## src/prio_pkg.sv

```systemverilog
// constants for the interrupt priority and dispatch block
// assumes a single 10 MHz clock domain and a plain register port
package prio_pkg;
    localparam int         NUM_VEC        = 256;
    localparam int         VEC_W          = 8;
    localparam int         CLASS_W        = 4;
    localparam logic [7:0] FIRST_USER_VEC = 8'h10;
    localparam logic [7:0] NO_VECTOR      = 8'h00;
    localparam logic [7:0] TPR_RESET      = 8'h00;
    localparam int         ADDR_W         = 8;
    // register offsets (word index on the plain port)
    localparam logic [7:0] OFF_TASK_PRIO  = 8'h00;
    localparam logic [7:0] OFF_PROC_PRIO  = 8'h01;
    localparam logic [7:0] OFF_DONE       = 8'h02;
    localparam logic [7:0] OFF_CTRL       = 8'h03;
    localparam logic [7:0] OFF_STATUS     = 8'h04;
    localparam logic [7:0] OFF_REQ_BASE   = 8'h10;
    localparam logic [7:0] OFF_SVC_BASE   = 8'h18;
    localparam logic [7:0] OFF_TRIG_BASE  = 8'h20;
    localparam int         CTRL_EXT_BIT   = 0;
    localparam int         CTRL_OLD_BIT   = 1;
    localparam int         CLASS_LIMIT    = 2;
    // bypass delivery kinds
    localparam logic [2:0] DK_NMI         = 3'h0;
    localparam logic [2:0] DK_SYS_MGMT    = 3'h1;
    localparam logic [2:0] DK_INIT        = 3'h2;
    localparam logic [2:0] DK_EXTERNAL    = 3'h3;
    localparam logic [2:0] DK_STARTUP     = 3'h4;
    localparam logic [2:0] DK_INIT_DEASRT = 3'h5;
    typedef enum logic [2:0] {
        ST_IDLE  = 3'b001,
        ST_OFFER = 3'b010,
        ST_DONE  = 3'b100
    } disp_state_t;
endpackage : prio_pkg

```

## src/pick_if.sv

```systemverilog
// carries one 256-bit bitmap into the priority picker and the answer out
// assumes picker and user share one clock-free combinational path
`timescale 1ns/1ns
`default_nettype none
interface pick_if;
    logic [255:0] bits;
    logic         any;
    logic [7:0]   top;
    modport user (output bits, input any, input top);
    modport picker (input bits, output any, output top);
endinterface : pick_if
`default_nettype wire

```

## src/prio_pick.sv

```systemverilog
// finds the highest set bit of a 256-bit bitmap
// assumes caller masks reserved vectors itself
`timescale 1ns/1ns
`default_nettype none
module prio_pick
    import prio_pkg::*;
(
    pick_if.picker p
);
    // higher vector wins: class in upper nibble, rank in lower
    always_comb begin
        p.any = 1'b0;
        p.top = NO_VECTOR;
        for (int i = 0; i < NUM_VEC; i++) begin
            if (p.bits[i]) begin
                p.any = 1'b1;
                p.top = VEC_W'(i);
            end
        end
    end
endmodule : prio_pick
`default_nettype wire

```

## src/interrupt_priority_dispatch.sv

```systemverilog
// request/in-service queueing, priority and dispatch for one core
// assumes synchronous inputs and a single-cycle register port
`timescale 1ns/1ns
`default_nettype none
module interrupt_priority_dispatch
    import prio_pkg::*;
#(
    parameter int NVEC = NUM_VEC
) (
    input  wire logic              clk,
    input  wire logic              rst_n,
    input  wire logic [ADDR_W-1:0] reg_addr,
    input  wire logic [31:0]       reg_wdata,
    input  wire logic              reg_wr,
    input  wire logic              reg_rd,
    output logic      [31:0]       reg_rdata,
    input  wire logic              fix_valid,
    input  wire logic [7:0]        fix_vector,
    input  wire logic              fix_level,
    output logic                   fix_reject,
    input  wire logic              byp_valid,
    input  wire logic [2:0]        byp_kind,
    output logic                   byp_out_valid,
    output logic      [2:0]        byp_out_kind,
    input  wire logic              core_ready,
    output logic                   core_int_valid,
    output logic      [7:0]        core_int_vector,
    output logic                   io_done_msg,
    output logic      [7:0]        io_done_vector,
    output logic                   gp_fault
);
    logic [NVEC-1:0] req_r, req_nxt;
    logic [NVEC-1:0] svc_r, svc_nxt;
    logic [NVEC-1:0] trig_r, trig_nxt;
    logic [7:0]      tpr_r, tpr_nxt;
    logic [7:0]      ppr_r, ppr_nxt;
    logic [1:0]      ctrl_r, ctrl_nxt;
    logic [31:0]     rdata_r, rdata_nxt;
    logic            rej_r, rej_nxt;
    logic            byp_r, byp_nxt;
    logic [2:0]      bkind_r, bkind_nxt;
    logic            civ_r, civ_nxt;
    logic [7:0]      cvec_r, cvec_nxt;
    logic            iom_r, iom_nxt;
    logic [7:0]      iov_r, iov_nxt;
    logic            gp_r, gp_nxt;
    disp_state_t     st_r, st_nxt;

    pick_if req_p ();
    pick_if svc_p ();
    prio_pick u_req_pick (.p(req_p));
    prio_pick u_svc_pick (.p(svc_p));

    logic [NVEC-1:0] user_mask;
    logic [15:0]     class_cnt_ok;
    logic            done_wr;
    logic [7:0]      top_in_service_vector;
    logic [7:0]      pend_vec;
    logic            pend_ok;

    genvar g;
    generate
        for (g = 0; g < NVEC; g++) begin : g_mask
            assign user_mask[g] = (g >= int'(FIRST_USER_VEC));
        end
        // older variant: count queued entries per class across both maps
        for (g = 0; g < 16; g++) begin : g_cls
            logic [5:0] cnt;
            always_comb begin
                cnt = 6'h00;
                for (int k = 0; k < 16; k++) begin
                    cnt = cnt + 6'(req_r[g*16+k]) + 6'(svc_r[g*16+k]);
                end
            end
            assign class_cnt_ok[g] = (cnt < 6'(CLASS_LIMIT));
        end
    endgenerate

    assign req_p.bits = req_r & user_mask;
    assign svc_p.bits = svc_r & user_mask;
    assign top_in_service_vector       = svc_p.any ? svc_p.top : NO_VECTOR;
    assign pend_vec   = req_p.top;
    // class vs processor priority nibble; covers threshold gating too
    assign pend_ok    = req_p.any
                        && (pend_vec[7:4] > ppr_r[7:4]);
    assign done_wr    = reg_wr && (reg_addr == OFF_DONE);

    // processor priority, recomputed every cycle from live state
    always_comb begin
        if (tpr_r[7:4] >= top_in_service_vector[7:4]) begin
            ppr_nxt = tpr_r;
        end else begin
            ppr_nxt = {top_in_service_vector[7:4], 4'h0};
        end
    end

    always_comb begin
        req_nxt   = req_r;
        svc_nxt   = svc_r;
        trig_nxt  = trig_r;
        tpr_nxt   = tpr_r;
        ctrl_nxt  = ctrl_r;
        rej_nxt   = 1'b0;
        byp_nxt   = 1'b0;
        bkind_nxt = bkind_r;
        civ_nxt   = 1'b0;
        cvec_nxt  = cvec_r;
        iom_nxt   = 1'b0;
        iov_nxt   = iov_r;
        gp_nxt    = 1'b0;
        st_nxt    = st_r;

        if (reg_wr && reg_addr == OFF_TASK_PRIO) begin
            tpr_nxt = reg_wdata[7:0];
        end
        if (reg_wr && reg_addr == OFF_CTRL) begin
            ctrl_nxt = reg_wdata[1:0];
        end

        // service-done: retire top in-service entry
        if (done_wr) begin
            if (ctrl_r[CTRL_EXT_BIT] && reg_wdata != 32'h0) begin
                gp_nxt = 1'b1;
            end else if (svc_p.any) begin
                svc_nxt[svc_p.top] = 1'b0;
                if (trig_r[svc_p.top]) begin
                    iom_nxt = 1'b1;
                    iov_nxt = svc_p.top;
                end
            end
        end

        // dispatch: core ready moves top eligible request into service
        unique case (st_r)
            ST_IDLE: begin
                if (pend_ok && core_ready) begin
                    req_nxt[pend_vec] = 1'b0;
                    svc_nxt[pend_vec] = 1'b1;
                    civ_nxt  = 1'b1;
                    cvec_nxt = pend_vec;
                    st_nxt   = ST_DONE;
                end
            end
            ST_OFFER: begin
                st_nxt = ST_IDLE;
            end
            ST_DONE: begin
                // one cycle gap lets processor priority settle
                st_nxt = ST_IDLE;
            end
        endcase

        // acceptance after dispatch so a new arrival re-sets its bit
        if (fix_valid) begin
            if (fix_vector < FIRST_USER_VEC) begin
                rej_nxt = 1'b1;
            end else if (ctrl_r[CTRL_OLD_BIT]
                         && !class_cnt_ok[fix_vector[7:4]]
                         && !req_r[fix_vector]) begin
                rej_nxt = 1'b1;
            end else begin
                req_nxt[fix_vector]  = 1'b1;
                trig_nxt[fix_vector] = fix_level;
            end
        end

        if (byp_valid) begin
            byp_nxt   = 1'b1;
            bkind_nxt = byp_kind;
        end
    end

    // register read, data in the following cycle
    always_comb begin
        rdata_nxt = 32'h0;
        if (reg_rd) begin
            if (reg_addr == OFF_TASK_PRIO) begin
                rdata_nxt = {24'h0, tpr_r};
            end else if (reg_addr == OFF_PROC_PRIO) begin
                rdata_nxt = {24'h0, ppr_r};
            end else if (reg_addr == OFF_CTRL) begin
                rdata_nxt = {30'h0, ctrl_r};
            end else if (reg_addr == OFF_STATUS) begin
                rdata_nxt = {16'h0, top_in_service_vector, 7'h0, civ_r};
            end else if (reg_addr[7:3] == OFF_REQ_BASE[7:3]) begin
                rdata_nxt = req_r[reg_addr[2:0]*32 +: 32];
            end else if (reg_addr[7:3] == OFF_SVC_BASE[7:3]) begin
                rdata_nxt = svc_r[reg_addr[2:0]*32 +: 32];
            end else if (reg_addr[7:3] == OFF_TRIG_BASE[7:3]) begin
                rdata_nxt = trig_r[reg_addr[2:0]*32 +: 32];
            end
        end
    end

    always_ff @(posedge clk or negedge rst_n) begin
        if (!rst_n) begin
            req_r   <= '0;
            svc_r   <= '0;
            trig_r  <= '0;
            tpr_r   <= TPR_RESET;
            ppr_r   <= TPR_RESET;
            ctrl_r  <= 2'h0;
            rdata_r <= 32'h0;
            rej_r   <= 1'b0;
            byp_r   <= 1'b0;
            bkind_r <= DK_NMI;
            civ_r   <= 1'b0;
            cvec_r  <= NO_VECTOR;
            iom_r   <= 1'b0;
            iov_r   <= NO_VECTOR;
            gp_r    <= 1'b0;
            st_r    <= ST_IDLE;
        end else begin
            req_r   <= req_nxt;
            svc_r   <= svc_nxt;
            trig_r  <= trig_nxt;
            tpr_r   <= tpr_nxt;
            ppr_r   <= ppr_nxt;
            ctrl_r  <= ctrl_nxt;
            rdata_r <= rdata_nxt;
            rej_r   <= rej_nxt;
            byp_r   <= byp_nxt;
            bkind_r <= bkind_nxt;
            civ_r   <= civ_nxt;
            cvec_r  <= cvec_nxt;
            iom_r   <= iom_nxt;
            iov_r   <= iov_nxt;
            gp_r    <= gp_nxt;
            st_r    <= st_nxt;
        end
    end

    assign reg_rdata       = rdata_r;
    assign fix_reject      = rej_r;
    assign byp_out_valid   = byp_r;
    assign byp_out_kind    = bkind_r;
    assign core_int_valid  = civ_r;
    assign core_int_vector = cvec_r;
    assign io_done_msg     = iom_r;
    assign io_done_vector  = iov_r;
    assign gp_fault        = gp_r;
endmodule : interrupt_priority_dispatch
`default_nettype wire

```

## config.mk

```make
export PLATFORM = sky130hd
export DESIGN_NAME = interrupt_priority_dispatch
export DESIGN_NICKNAME = d
export VERILOG_FILES = /design/src/prio_pkg.sv /design/src/pick_if.sv /design/src/prio_pick.sv /design/src/interrupt_priority_dispatch.sv
export SDC_FILE = /design/constraint.sdc
export NUM_CORES = 2
export LEC_CHECK = 0
export CAP_MARGIN = 20
export CORE_MARGIN = 8
export CORE_UTILIZATION = 45
export DETAILED_ROUTE_END_ITERATION = 8
export DONT_BUFFER_PORTS = 1
export PLACE_DENSITY = 0.65
export SKIP_CTS_REPAIR_TIMING = 1
export SLEW_MARGIN = 30
export SYNTH_ARGS = -nofsm -noshare
export SYNTH_HDL_FRONTEND = slang
export SYNTH_SLANG_ARGS = --single-unit
```

## constraint.sdc

```tcl
create_clock -name clk -period 18.8 [get_ports clk]
set_input_delay 2.82 -clock clk [delete_from_list [all_inputs] [get_ports clk]]
set_output_delay 2.82 -clock clk [all_outputs]
set_load 0.03 [all_outputs]
```

==> metrics.txt <==
status=finished, final reports clean; Post-synth ARST share=between 90% and 100%; vias in the first global route=about 55,000; register share of total power=25.2%; worst hold margin=0.3741 ns; CTS Sinks=844; Die W=~390 um; Worst Clk Skew=0.03769 ns; Final Hold Fails=0; Post-Syn Instances=just over 6,000; Switching Share=48.70%; ys flop type=dfrtp_1; Synth Area in Adders=14.66%; die area=149,100 um^2; first-pass GRT wire length=457,700 um; input/output buffers=0; type of destination of the critical path=flip-flop; Slew headroom=20.86%; pin count of the biggest net entering global routing=845; drt first pass iters=9; pre-CTS setup slack=10.23 ns; P_sw=0.003977 W; unrepaired setup endpoints after global routing=false; synth top area cells=dfrtp_1 (34%), fa_1 (12%), mux4_2 (11%); WL met2=136,000 um; WL per Instance=42.99 um; WL met1=between 100,000 and 150,000 um; Core Area=136,600 um^2; Design Power=0.008166 W; RD Place Congestion=1.098; leak pwr=~30 nW; post-synthesis compound-gate area fraction=a little over an eighth; dpl cells=roughly 7,700; Clock Latency Late Sink=0.77 ns; pwr dens=121.0 nW/um^2; Routed Antenna Nets=0; uppermost layer routed=met5; routed wire length=about 340,000 um; fraction of layout cells with a size suffix above 1=roughly 17%; synth-to-layout area growth=9.490%; Final setup viols=0; Tot GR Track Use=44.52%; worst setup path class=flip-flop to flip-flop; XOR/XNOR share of the synthesized area=0%; EDFF count, synth=0; # nets final=6,522; final worst setup slack=9.949 ns; clk buf depth=3; critical path fanouts, max=28; CTS buffer count=99; IO Count=115; post-synthesis simple-gate area fraction=14.31%; total of max-cap violations=0; GRT overflow=0; vias per cell=7.291; CP Data Arrival Time=between 9 and 10 ns; CTS tree=done; Filler cells=12,620; Final Cycle Share=47.08%; setup TNS=0 ns; main combinational cell family by area after synthesis=multiplexers; final std cells w/o fill=7,876; Syn Area/Cell=around 10 um^2; post-synth cell types=95; share of the synthesized area in the top cell type=between 30 and 40%; mux cell area share after synthesis=16.78%; met3 routed WL=51,930 um; maximum VDD drop=0.1820 mV; sequential fraction of the synthesis area=between 30 and 40%; synthesized netlist net count=6,672; clock share of power=a little over a quarter; clock slew seen by the registers of the worst setup and hold paths=0.06 ns; fmax=approximately 110 MHz; DRC Markers=0; Comb power frac=48.6%; clock root buffer=clkbuf_16; Post-Syn Area=around 62,000 um^2; Hold Path Class=flip-flop to flip-flop; synth warn=0; register bit total from synthesis=around 840; initial antenna violation count=37; 1st-iter DRT viols=9,980; cell internal pwr=between 0.004 and 0.005 W; actual slew at the worst max-slew pin=1.176 ns; starting density of the core=45.11%; Die H=between 300 and 400 um; worst path required time=~19 ns; min cycle time layout=approximately 9 ns; hpwl dp=~260,000 um; startpoint types=flip-flop; std cell rows=136; pins over their slew limit=0; # H-tree levels=3; vias=57,420; Synth area leader=dfrtp_1
## cell families after synthesis
logic type,Yosys count
multiplexers,637
buffers and inverters,1036
adder cells (fa/ha/maj),492
flip-flops,844
AO/OA/AOI/OAI,1316
AND/OR/NAND/NOR,1796
## registers in the layout, summed over array words and instances, names as in the netlist, 2 cells and up
name,count
core_int_vector,8
reg_rdata,32
tpr_r,8
ppr_r,8
req_r,256
svc_r,256
st_r,2
byp_out_kind,3
io_done_vector,8
trig_r,256
ctrl_r,2
## cell usage in the layout (no fill, tap or decap), types with 41 or more instances in the layout
cell         n
mux2i_1     61
clkbuf_16   99
buf_4      134
nor4_1     181
ha_1       108
a21o_1      56
nand3_1    126
or2_2       52
mux4_2     288
a211oi_1    78
a21oi_1    127
nor3_1     246
fa_1       384
inv_1      637
mux2_2     288
and3_1      41
nand2_1    420
or4_1       55
o22ai_1     87
o31ai_1     49
nor2b_1     62
nor2_1     393
nand4_1     50
dfrtp_1    843
o21ai_0    588
## path summary, 6_finish.rpt
kind                            start          to  slack (ns)  cells after the start
setup / recovery           req_r[165]  trig_r[67]        9.95                     22
hold / removal              trig_r[5]   trig_r[5]        0.37                      0
setup reg to reg           req_r[165]  trig_r[67]        9.95                     22
hold reg to reg             trig_r[5]   trig_r[5]        0.37                      0
max in group asynchronous       rst_n  req_r[158]       14.11                      4
min in group asynchronous       rst_n    svc_r[8]        1.75                      0
## stage by stage
step           util (%)  instance area (um^2)
3_3_place_gp      46.47                 63500
3_5_place_dp      46.60                 63670
4_1_cts           49.19                 67210
5_1_grt           49.34                 67420
2_1_floorplan         -                 61640
6_report          49.39                 67490
## power by group through the flow
stage | Combinational, W | Sequential [W] | Clock [W]
6_report | 0.00397 | 0.00206 | 0.00214
5_1_grt | 0.00403 | 0.00206 | 0.00221
4_1_cts | 0.00367 | 0.00205 | 0.00214
3_5_place_dp | 0.00365 | 0.00208 | 0
3_3_place_gp | 0.00358 | 0.00208 | 0
2_1_floorplan | 0.00205 | 0.00201 | 0
## cells in the mapped netlist, types with 21 or more instances
cell / n
a21oi_1: 129
nand2b_1: 32
fa_1: 384
nand2_1: 431
ha_1: 108
o2111ai_1: 25
nor4_1: 190
and3_1: 41
dfrtp_1: 843
mux2i_1: 61
nor2_1: 405
or2_2: 53
buf_2: 23
o21ai_0: 590
or3_1: 32
o22ai_1: 87
nor3_1: 256
a221oi_1: 21
nor2b_1: 64
or4_1: 55
a2111oi_0: 23
mux4_2: 288
o31ai_1: 50
a21o_1: 57
clkbuf_1: 320
a211oi_1: 82
a22o_1: 27
buf_1: 48
mux2_2: 288
nand4_1: 50
and2_1: 24
inv_1: 637
nand3_1: 127
## critical path: stages, from the launching register on
cell	delay, ns
dfrtp_1	0.47
inv_1	0.14
fa_1	0.74
fa_1	0.52
fa_1	0.53
fa_1	0.45
fa_1	0.54
fa_1	0.41
nor2b_1	0.22
fa_1	0.44
nor2_1	0.11
nand4_1	0.09
a21oi_1	0.52
a31oi_1	0.36
nand4_1	0.43
o22ai_1	0.15
a21oi_1	0.18
o22ai_1	0.16
or2_2	0.34
or4_1	0.60
buf_4	0.33
nor2_1	0.59
mux2_2	0.41
## layer usage
metal	global-route usage, %	up-vias
li1	-	21790
met1	53.14	29190
met2	61.54	5115
met3	20.98	1315
met4	34.64	18
met5	0.1652	-
## final cells by class
type / count / area [um^2] / area share, %
Antenna cell: 26 / 65.06 / 0.09641
Clock inverter: 58 / 810.8 / 1.201
Multi-Input combinational cell: 4241 / 36890 / 54.67
Tap cell: 1794 / 2245 / 3.326
Clock buffer: 128 / 2726 / 4.040
Sequential cell: 844 / 21120 / 31.30
Inverter: 641 / 2406 / 3.565
Timing Repair Buffer: 144 / 1219 / 1.806
No activity file was read; power rests on OpenSTA's default activity.
